## src/pdim_defs.svh

```systemverilog
// register indices, field positions and reset values of the port settings
`ifndef PDIM_DEFS_SVH
`define PDIM_DEFS_SVH
`define PDIM_IDX_P0MODE 8'h8F
`define PDIM_IDX_PORT2_DIRECTION_AND_PORT0_PRIORITY 8'hFF
`define PDIM_IDX_CFG 8'h90
`define PDIM_PRI_HI 7
`define PDIM_PRI_LO 6
`define PDIM_DIR_UNUSED 5
`define PDIM_DIR_HI 4
`define PDIM_CFG_POL 0
`define PDIM_CFG_LOC_HI 3
`define PDIM_CFG_LOC_LO 1
`define PDIM_LOC_SA 0
`define PDIM_LOC_SB 1
`define PDIM_LOC_T1 2
`define PDIM_RST_MODE 8'h00
`define PDIM_RST_DIR 5'h00
`define PDIM_RST_PRI 2'h0
`define PDIM_RST_LOC 3'h0
`define PDIM_PRI_A_OVER_B 2'h0
`define PDIM_PRI_B_OVER_A 2'h1
`define PDIM_PRI_T01_OVER_B 2'h2
`define PDIM_PRI_T2_OVER_A 2'h3
`endif

```

## src/pdim_pkg.sv

```systemverilog
// types shared by the port direction and input mode block
`default_nettype none
package pdim_pkg;
    typedef enum logic [1:0] {
        PDIM_OWN_GPIO,
        PDIM_OWN_SA,
        PDIM_OWN_SB,
        PDIM_OWN_T1
    } pdim_owner_t;
endpackage
`default_nettype wire

```

## src/pdim_top.sv

```systemverilog
// port 2 direction, port 0 input mode and port 0 pin ownership
// Function
// - priority field only matters where two or more peripherals share a pin.
// - priority 00 lets serial unit A win; 01 lets serial unit B win.
// - priority 10 lets timer 1 channels 0 and 1 beat serial unit B.
// - priority 11 lets timer 1 channel 2 beat serial unit A.
// - port 2 pins 0..4 direction bits, 0 input 1 output, reset 0.
// - port 0 input mode bits, 0 pull, 1 tristate, reset 0.
// - one shared bit picks pull-up (0) or pull-down (1) for port 0.
//
// Register access over Wishbone was decided locally.
`include "pdim_defs.svh"
`default_nettype none
module pdim_top
    import pdim_pkg::*;
#(
    parameter logic [7:0] SA_PINS = 8'h3C,
    parameter logic [7:0] SB_PINS = 8'h3C,
    parameter logic [7:0] T01_PINS = 8'h0C,
    parameter logic [7:0] T2_PINS = 8'h10
) (
    input wire logic clk_i,
    input wire logic rst_i,
    input wire logic wb_cyc_i,
    input wire logic wb_stb_i,
    input wire logic wb_we_i,
    input wire logic [9:0] wb_adr_i,
    input wire logic [3:0] wb_sel_i,
    input wire logic [31:0] wb_dat_i,
    output logic [31:0] wb_dat_o,
    output logic wb_ack_o,
    output logic [4:0] p2_dir_o,
    output logic [7:0] p0_tristate_o,
    output logic p0_pull_down_o,
    output logic [15:0] p0_owner_o
);

    logic ack_reg;
    logic [31:0] dat_reg;
    logic [7:0] mode_reg;
    logic [4:0] dir_reg;
    logic [1:0] pri_reg;
    logic pol_reg;
    logic [2:0] loc_reg;

    // bus decode: word index is the register offset, low two bits ignored
    wire [7:0] word_idx = wb_adr_i[9:2];
    wire bus_req = wb_cyc_i && wb_stb_i;
    wire hit_mode = (word_idx == `PDIM_IDX_P0MODE);
    wire hit_dir = (word_idx == `PDIM_IDX_PORT2_DIRECTION_AND_PORT0_PRIORITY);
    wire hit_cfg = (word_idx == `PDIM_IDX_CFG);
    wire wr_fire = bus_req && wb_we_i && ack_reg && wb_sel_i[0];
    wire [7:0] wr_byte = wb_dat_i[7:0];

    // read selection; unmapped words read as zero
    wire [7:0] rd_byte =
        hit_mode ? mode_reg :
        hit_dir ? {pri_reg, 1'b0, dir_reg} :
        hit_cfg ? {4'h0, loc_reg, pol_reg} :
        8'h00;

    // single-wait-state answer: ack one cycle after the request appears
    always_ff @(posedge clk_i) begin
        if (rst_i) begin
            ack_reg <= 1'b0;
            dat_reg <= 32'h0000_0000;
        end else begin
            ack_reg <= bus_req && !ack_reg;
            dat_reg <= {{24{1'b0}}, rd_byte};
        end
    end

    // writes land on the edge where the master sees ack
    always_ff @(posedge clk_i) begin
        if (rst_i) begin
            mode_reg <= `PDIM_RST_MODE;
            dir_reg <= `PDIM_RST_DIR;
            pri_reg <= `PDIM_RST_PRI;
            pol_reg <= 1'b0;
            loc_reg <= `PDIM_RST_LOC;
        end else if (wr_fire) begin
            if (hit_mode) begin
                mode_reg <= wr_byte;
            end else if (hit_dir) begin
                dir_reg <= wr_byte[`PDIM_DIR_HI:0];
                pri_reg <= wr_byte[`PDIM_PRI_HI:`PDIM_PRI_LO];
            end else if (hit_cfg) begin
                pol_reg <= wr_byte[`PDIM_CFG_POL];
                loc_reg <= wr_byte[`PDIM_CFG_LOC_HI:`PDIM_CFG_LOC_LO];
            end
        end
    end

    // pin-facing settings straight from the registers
    assign wb_ack_o = ack_reg;
    assign wb_dat_o = dat_reg;
    assign p2_dir_o = dir_reg;
    assign p0_tristate_o = mode_reg;
    assign p0_pull_down_o = pol_reg;

    // ownership of one pin from the requests laid on it
    function automatic pdim_owner_t resolve(
        input logic [1:0] pri,
        input logic sa,
        input logic sb,
        input logic t01,
        input logic t2
    );
        pdim_owner_t own;
        own = PDIM_OWN_GPIO;
        case (pri)
            `PDIM_PRI_A_OVER_B: begin
                if (sa) own = PDIM_OWN_SA;
                else if (sb) own = PDIM_OWN_SB;
                else if (t01 || t2) own = PDIM_OWN_T1;
            end
            `PDIM_PRI_B_OVER_A: begin
                if (sb) own = PDIM_OWN_SB;
                else if (sa) own = PDIM_OWN_SA;
                else if (t01 || t2) own = PDIM_OWN_T1;
            end
            `PDIM_PRI_T01_OVER_B: begin
                if (t01) own = PDIM_OWN_T1;
                else if (sb) own = PDIM_OWN_SB;
                else if (sa) own = PDIM_OWN_SA;
                else if (t2) own = PDIM_OWN_T1;
            end
            default: begin
                if (t2) own = PDIM_OWN_T1;
                else if (sa) own = PDIM_OWN_SA;
                else if (sb) own = PDIM_OWN_SB;
                else if (t01) own = PDIM_OWN_T1;
            end
        endcase
        return own;
    endfunction

    // per-pin requests and registered owner
    genvar gi;
    generate
        for (gi = 0; gi < 8; gi = gi + 1) begin : g_pin
            pdim_owner_t own_reg;
            pdim_owner_t own_next;
            wire req_sa = loc_reg[`PDIM_LOC_SA] && SA_PINS[gi];
            wire req_sb = loc_reg[`PDIM_LOC_SB] && SB_PINS[gi];
            wire req_t01 = loc_reg[`PDIM_LOC_T1] && T01_PINS[gi];
            wire req_t2 = loc_reg[`PDIM_LOC_T1] && T2_PINS[gi];
            wire [2:0] n_req = {2'b00, req_sa} + {2'b00, req_sb} +
                {2'b00, req_t01} + {2'b00, req_t2};
            // a lone requester wins whatever the priority says
            assign own_next =
                resolve(pri_reg, req_sa, req_sb, req_t01, req_t2);
            always_ff @(posedge clk_i) begin
                if (rst_i) begin
                    own_reg <= PDIM_OWN_GPIO;
                end else begin
                    own_reg <= own_next;
                end
            end
            assign p0_owner_o[2*gi +: 2] = own_reg;

        end
    endgenerate
endmodule
`default_nettype wire

```

## config.mk

```make
export PLATFORM = sky130hd
export DESIGN_NAME = pdim_top
export DESIGN_NICKNAME = d
export VERILOG_FILES = /design/src/pdim_pkg.sv /design/src/pdim_top.sv
export VERILOG_INCLUDE_DIRS = /design/src
export SDC_FILE = /design/constraint.sdc
export NUM_CORES = 1
export LEC_CHECK = 0
export BUFFER_PORTS_ARGS = -buffer_cell sky130_fd_sc_hd__buf_2
export CAP_MARGIN = 20
export CORE_AREA = 2 2 74 59
export CTS_CLUSTER_DIAMETER = 150
export CTS_CLUSTER_SIZE = 16
export DETAILED_ROUTE_END_ITERATION = 10
export DIE_AREA = 0 0 76 61
export GPL_ROUTABILITY_DRIVEN = 0
export PLACE_DENSITY = 0.82
export SYNTH_ARGS = -nofsm -noshare
export SYNTH_HDL_FRONTEND = slang
export SYNTH_SLANG_ARGS = --single-unit
```

## constraint.sdc

```tcl
create_clock -name clk_i -period 4.3 [get_ports clk_i]
set_input_delay 0.86 -clock clk_i [delete_from_list [all_inputs] [get_ports clk_i]]
set_output_delay 0.86 -clock clk_i [all_outputs]
set_load 0.02 [all_outputs]
```

# Yosys cells after proc, flatten, opt, wreduce, memory -nomap -nowiden
# Index checks and enable logic that the tools add are counted.
dict set report op_classes {
  n_eq_ne 5
  n_mux 17
  n_bitwise 2
  n_reduce_logical 11
}
# op count
set ops {}
lappend ops {{== test 8 bit (second input constant)} 3}
lappend ops {{two-way mux 2 bit} 11}
lappend ops {{two-way mux 8 bit} 2}
lappend ops {{one-hot mux 2 bit (2 select lines)} 2}
lappend ops {{logical AND 1 bit} 5}
lappend ops {{two-way mux 4 bit} 1}
lappend ops {{AND reduction 4 bit} 1}
lappend ops {{AND reduction 3 bit} 1}
lappend ops {{== test 2 x 1 -> 1 bit (second input constant)} 1}
lappend ops {{== test 2 bit (second input constant)} 1}
lappend ops {{zero test 2 bit} 1}
lappend ops {{inverter 1 bit} 2}
lappend ops {{AND reduction 2 bit} 1}
lappend ops {{OR reduction 2 bit} 1}
lappend ops {{zero test 1 bit} 1}
lappend ops {{two-way mux 1 bit} 1}
dict set report word_totals {
  ff_bits 58
}

# Logic depth before layout (Yosys ltp)
# Gate-level depths: netlist (run 1).
dict set report depth {
  depth_word 5
  mapped_depth 6
  mapped_depth_nobuf 6
}

# Worst setup path after synthesis (run 1)
# No wires, ideal clock.
dict set report synth_path {
  path_type {in2reg}
  start {input port wb_adr_i[4]}
  end {register dir_reg[0] (netlist: p2_dir_o[0])}
  arrival_time_ps 1827
  required_time_ps 4172
  path_slack_ps 2345
  path_stages 4
  n_path_buf 0
  cell_sequence {nand4_2 > nor4_4 > mux2i_1 > nor2_1}
}
dict set report synth_via {
  elab_chain_len 3
  elab_cells_between_ends 4
  classes_between {eq/ne (2); bitwise (1); reduce/logical (1)}
}
# element line
set synth_rtl {}
lappend synth_rtl {{start: declaration} pdim_top.sv:27} ;# input wire logic [9:0] wb_adr_i,
lappend synth_rtl {{== test 8 bit (no source line)} n/a}
lappend synth_rtl {{inverter 1 bit (no source line)} n/a}
lappend synth_rtl {{AND reduction 3 bit (no source line) (*)} n/a}
lappend synth_rtl {{end signal: assignment} pdim_top.sv:77} ;# dir_reg <= `PDIM_RST_DIR;
lappend synth_rtl {{end signal: assignment} pdim_top.sv:85} ;# dir_reg <= wr_byte[`PDIM_DIR_HI:0];
lappend synth_rtl {{end: declaration} pdim_top.sv:41} ;# logic [4:0] dir_reg;
# Every way passes the cells marked *; elsewhere a longest branch is shown, timed or not.
# A chain may end at the register's enable or synchronous reset.

# Final worst setup path (run 1)
dict set report layout_path {
  start {input port wb_adr_i[6]}
  end {register mode_reg[3] (netlist: p0_tristate_o[3])}
}
dict set report layout_via {
  elab_chain_len 2
}
# element line
set layout_rtl {}
lappend layout_rtl {{== test 8 bit (no source line)} n/a}
lappend layout_rtl {{AND reduction 2 bit (no source line)} n/a}
lappend layout_rtl {{end signal: assignment} pdim_top.sv:76} ;# mode_reg <= `PDIM_RST_MODE;
lappend layout_rtl {{end signal: assignment} pdim_top.sv:83} ;# mode_reg <= wr_byte;
lappend layout_rtl {{end: declaration} pdim_top.sv:40} ;# logic [7:0] mode_reg;
# No other way between the ends.

==> impl_metrics.env, run 1 <==
export IMPL_wirelength_um=3420
export IMPL_boundaryPins=114
export IMPL_r2r_setup_slack_ns=2.63
export IMPL_crit_type="primary input to flip-flop"
export IMPL_vias=1294
export IMPL_postRouteAntennaNets=0
export IMPL_dp_hpwl_um=2500
export IMPL_grt_pass1_vias=1165
export IMPL_antenna_cells=0
export IMPL_rr_endpoint="p0_tristate_o[3]"
export IMPL_slew_viol_final=0
export IMPL_hold_violations=0
export IMPL_synthTopCellsByArea="dfxtp_1 (41%), buf_4 (15%), mux2i_1 (11%), nor2_1 (6.1%), a22oi_1 (3.2%)"
export IMPL_htreeDepth=2
export IMPL_firstDrtPassIters=4
export IMPL_critPathMaxFanout=8
export IMPL_cts_tree="yes"
export IMPL_status="complete, no violations"
export IMPL_grt_start_max_net_pins=35
export IMPL_relSlewSlack_pct=51.3
export IMPL_tightest_slew_ns=0.725
export IMPL_p_total_mw=0.645
export IMPL_synthCells=182
export IMPL_synth_common_cells="buf_4 (34), dfxtp_1 (34), nor2_1 (27), mux2i_1 (19), nand2_1 (9)"
export IMPL_synth_edf_count=0
export IMPL_post_cts_buffers=0
export IMPL_cellPowerDensity_nw_per_um2=336
export IMPL_nNetsFinal=286
export IMPL_root_buffer="clkbuf_8"
export IMPL_clock_fmax_ghz=0.465
export IMPL_die_w_um=76
export IMPL_rr_worst_depth=4
export IMPL_setup_viol=0
export IMPL_clk_pin_slew_ns=0.07
export IMPL_crit_start="wb_adr_i[6]"
export IMPL_core_um2=3880
export IMPL_detail_route_wl_per_cell_um=11.9
export IMPL_synth_top_cell_by_area="dfxtp_1"
export IMPL_first_iter_violations=58
export IMPL_clockBufferDepth=2
export IMPL_critPathLaunchType="primary input"
export IMPL_ys_ff_latch=34
export IMPL_period_share_pct=50.0
export IMPL_peakVddDrop_uv=168
export IMPL_synth_seq_area_share_pct=41.1
export IMPL_clock_sinks=34
export IMPL_fp_dieH_um=61
export IMPL_initial_core_util_pct=42.6
export IMPL_crit_required_ns=4.45
export IMPL_rr_startpoint="wb_ack_o"
export IMPL_crit_end="p0_tristate_o[3]"
export IMPL_synth_ff_type="dfxtp_1"
export IMPL_rows=20
export IMPL_netlist_area_um2=1650
export IMPL_grt_overflow=0
export IMPL_hold_path_class="flip-flop to flip-flop"
export IMPL_fillers=391
export IMPL_yosys_warnings=0
export IMPL_antenna_found_initial=0
export IMPL_drv_cap=0
export IMPL_cts_buffers=5
export IMPL_finClkSkew_ns=0.00665
export IMPL_synth_distinct_cells=31
export IMPL_drcViolationCount=0
export IMPL_grt_pass1_wl_um=5490
export IMPL_hold_buffers=0
export IMPL_die_area_um2=4640
export IMPL_ys_async_sr_fraction_pct=0
export IMPL_drive_gt1_share_pct=25.9
export IMPL_numPortBuffers=52
export IMPL_p_leak_nw=0.982
export IMPL_cts_resized=0
export IMPL_vias_per_cell=4.51
export IMPL_netlist_area_leader_share_pct=41.1
export IMPL_critPathCaptureType="flip-flop"
export IMPL_arrival_ns=2.30
export IMPL_rsz0062_at_grt="no"
export IMPL_syn_to_final_growth_pct=16.2
export IMPL_synth_avg_cell_area_um2=9.09
export IMPL_layout_min_cycle_time_ns=2.15
export IMPL_clk_latency_ns=0.28
export IMPL_grt_use_total_pct=15.4
export IMPL_fin_tns_setup_ns=0
==> cell usage in the layout (no fill, tap or decap), drive strengths merged, types with 2 or more instances in the layout <==
| cell | synthesis | final |
|---|---|---|
| a22oi | 7 | 7 |
| and3b | 2 | 2 |
| nand4 | 3 | 3 |
| dfxtp | 34 | 34 |
| o21ai | 8 | 8 |
| buf | 35 | 52 |
| inv | 7 | 7 |
| mux2i | 19 | 19 |
| nor3 | 4 | 4 |
| nand2 | 9 | 9 |
| nor4 | 2 | 2 |
| conb | 1 | 32 |
| nor2 | 27 | 27 |
| clkbuf | 6 | 7 |
| a21oi | 3 | 3 |
| ha | 4 | 4 |
==> metal layers <==
layer | routed length [um] | share of wire [%] | up-vias | track usage (%)
met5 | 0 | 0 | - | 0
met4 | 44 | 1.3 | 0 | 6.23
met3 | 233 | 6.8 | 5 | 4.46
met2 | 1550 | 45 | 51 | 26.3
met1 | 1590 | 47 | 588 | 19.0
li1 | - | - | 650 | -
==> worst max-delay path: stages <==
cell       delay (ns)
buf_2            0.11
nor4b_1          0.35
nand4bb_1        0.58
mux2i_1          0.33
nor2_1           0.06
==> through the flow <==
stage	hold slack [ns]	instance area [um2]	setup WS, ns	utilization (%)	instances
CTS	0.470	1920	2.10	49.5	287
global placement	0.449	1820	1.81	46.8	279
detailed placement	0.462	1820	1.79	46.8	279
finish	0.462	1920	2.15	49.5	287
floorplan	0.504	1770	2.34	-	213
global route	0.491	1920	2.01	49.5	287
==> cell type report <==
| type | instances | area, um2 | area share, % |
|---|---|---|---|
| flip-flops and latches | 34 | 681 | 35.4 |
| repair buffers | 52 | 260 | 13.5 |
| multi-input cells | 131 | 779 | 40.6 |
| well taps | 55 | 68.8 | 3.58 |
| clock buffers | 7 | 76.3 | 3.97 |
| clock inverters | 1 | 30.0 | 1.56 |
| inverters | 7 | 26.3 | 1.37 |
==> cell families after synthesis <==
family                   synth area share, %
other                                  0.227
multiplexers                            11.5
flip-flops                              41.1
AND/OR/NAND/NOR                         17.5
buffers and inverters                   18.8
AO/OA/AOI/OAI                           7.79
adder cells (fa/ha/maj)                 3.03
==> report_power, final <==
part	internal, mW	switching (mW)	leakage [nW]	total, mW
logic	0.00965	0.0384	0.656	0.0481
clock network	0.173	0.108	0.0524	0.281
registers	0.315	0.000312	0.274	0.316
==> how the worst min path moves through the flow <==
stage | startpoint | end | slack, ns | depth (start not counted)
2_1_floorplan | loc_reg[0] | wb_dat_o[1] | 0.50 | 2
3_3_place_gp | wb_ack_o | wb_ack_o | 0.45 | 1
3_5_place_dp | wb_ack_o | wb_ack_o | 0.46 | 1
4_1_cts | wb_ack_o | wb_ack_o | 0.47 | 1
5_1_grt | wb_ack_o | wb_ack_o | 0.49 | 1
6_report | wb_ack_o | wb_ack_o | 0.46 | 1
(Power assumes the default switching activity.)
==> inputs of run 2 (changes only) <==
- CORE_AREA: 2 2 74 59 -> 2 2 77 61
- DIE_AREA: 0 0 76 61 -> 0 0 79 63
- PLACE_DENSITY: 0.82 -> 0.77
- clock period: 4.3 -> 2.2 ns (I/O delays scaled with it)
==> run 2 against run 1 <==
Net effect:
- setup slack got worse by 1.4 ns
- non-clock buffer count rose by 4
- first-iteration DRC count shrank 5.2%
- critical path depth unchanged
- cell area increased by 1.1%
- die area grew 7.4%
- sequential power up 95%
- sequential share of layout area fell by 0.39 points
- largest power group unchanged
- highest routed layer unchanged
==> impl_metrics.env, run 2 (synthesized netlist as in run 1, its figures left out) <==
export IMPL_hold_path_class="primary input to flip-flop"
export IMPL_finClkSkew_ns=0.00694
export IMPL_rr_endpoint="g_pin[4].own_reg[1]"
export IMPL_grt_start_max_net_pins=22
export IMPL_first_iter_violations=55
export IMPL_busiest_layer="met2"
export IMPL_hold_buffers=0
export IMPL_cts_resized=0
export IMPL_holdWs_ns=0.406
export IMPL_clock_sinks=34
export IMPL_status="complete, no violations"
export IMPL_hold_violations=0
export IMPL_path_buf_inv=1
export IMPL_period_share_pct=67.2
export IMPL_firstDrtPassIters=4
export IMPL_drcViolationCount=0
export IMPL_use_met3_pct=3.76
export IMPL_met2_usage_pct=21.3
export IMPL_detail_route_wl_per_cell_um=11.4
export IMPL_peakVddDrop_uv=208
export IMPL_cellPowerDensity_nw_per_um2=613
export IMPL_hold_path_depth=3
export IMPL_grt_pass1_wl_um=5580
export IMPL_boundaryPins=114
export IMPL_min_from="wb_dat_i[5]"
export IMPL_setup_viol=0
export IMPL_rr_worst_depth=6
export IMPL_fp_dieH_um=63
export IMPL_antenna_found_initial=0
export IMPL_arrival_ns=1.68
export IMPL_initial_core_util_pct=38.9
export IMPL_critPathCaptureType="flip-flop"
export IMPL_rows=21
export IMPL_layout_min_cycle_time_ns=1.48
export IMPL_syn_to_final_growth_pct=17.5
export IMPL_cts_tree="yes"
export IMPL_clk_pin_slew_ns=0.06
export IMPL_dpl_cell_area_um2=1850
export IMPL_post_cts_buffers=0
export IMPL_critPathMaxFanout=8
export IMPL_grt_use_total_pct=14.6
export IMPL_core_um2=4260
export IMPL_crit_required_ns=2.40
export IMPL_r2r_setup_slack_ns=0.72
export IMPL_crit_chain="buf_2, nor4b_1, and2b_1, a22oi_1, o21ai_0"
export IMPL_use_met1_pct=18.7
export IMPL_clockBufferDepth=2
export IMPL_numPortBuffers=52
export IMPL_grt_pass1_vias=1211
export IMPL_wirelength_um=3350
export IMPL_postRouteAntennaNets=0
export IMPL_fin_tns_setup_ns=0
export IMPL_critPathLaunchType="primary input"
export IMPL_clock_fmax_ghz=0.677
export IMPL_nNetsFinal=290
export IMPL_cp_slowest_stage_delay_ns=0.40
export IMPL_antenna_cells=0
export IMPL_rsz0062_at_grt="no"
export IMPL_critical_path_top_delay_family="simple AND/OR/NAND/NOR gates"
export IMPL_die_w_um=79
export IMPL_final_area_um2=1940
export IMPL_p_leak_nw=0.996
export IMPL_rr_startpoint="pri_reg[1]"
export IMPL_die_area_um2=4980
export IMPL_drv_cap=0
export IMPL_vias_per_cell=4.51
export IMPL_cts_buffers=5
export IMPL_drive_gt1_share_pct=28.0
export IMPL_fillers=438
export IMPL_crit_type="primary input to flip-flop"
export IMPL_final_cell_mix="buf_2 (52), dfxtp_1 (34), conb_1 (32)"
export IMPL_vias=1320
export IMPL_worst_hold_path_endpoint="p0_tristate_o[5]"
export IMPL_htreeDepth=2
export IMPL_crit_slowest_cell="nor4b_1"
export IMPL_clk_latency_ns=0.29
export IMPL_root_buffer="clkbuf_8"
export IMPL_grt_overflow=0
export IMPL_slew_viol_final=0
export IMPL_layout_commonest_cell="buf_2"
export IMPL_dp_hpwl_um=2520
## run 2: metal layers
metal / vias up / share of wire (%) / routed length (um)
li1: 652 / - / -
met4: 0 / 3.7 / 125
met3: 11 / 6.6 / 221
met1: 607 / 46 / 1530
met5: - / 0 / 0
met2: 50 / 44 / 1470
## run 2: area by class of cell
cell class | count | area (um2) | share of cell area, %
Sequential cell | 34 | 681 | 35.0
Clock buffer | 6 | 82.6 | 4.25
Clock inverter | 2 | 12.5 | 0.644
Timing Repair Buffer | 56 | 290 | 14.9
Tap cell | 57 | 71.3 | 3.67
Inverter | 7 | 26.3 | 1.35
Multi-Input combinational cell | 131 | 779 | 40.1
## run 2: tightest hold or removal path, cell delays in order
cell	delay (ns)
buf_2	0.08
mux2i_1	0.05
nor2_1	0.08
## run 2: power by group
group	switching, mW	leakage [nW]	internal (mW)	total (mW)
combinational	0.0752	0.675	0.0201	0.0953
clock	0.229	0.0472	0.251	0.480
sequential	0.000680	0.274	0.616	0.617
total	0.304	0.996	0.887	1.19
## run 2: stage by stage
stage,total power [mW],cells,util [%],setup WS (ns)
final,1.19,293,45.6,0.722
after floorplan,0.739,213,-,0.665
after global placement,0.724,285,43.4,0.478
after CTS,1.20,293,45.6,0.737
after detailed placement,0.725,285,43.4,0.435
after global routing,1.24,293,45.6,0.523
## run 2: worst max path at each step
stage	start	to	slack [ns]	cells past startpoint
4_1_cts	wb_adr_i[6]	wb_dat_o[1]	0.74	5
5_1_grt	wb_adr_i[6]	wb_dat_o[1]	0.52	5
2_1_floorplan	wb_adr_i[4]	p2_dir_o[0]	0.66	4
6_report	wb_adr_i[6]	wb_dat_o[1]	0.72	5
3_3_place_gp	wb_adr_i[6]	wb_dat_o[1]	0.48	5
3_5_place_dp	wb_adr_i[6]	wb_dat_o[1]	0.44	5
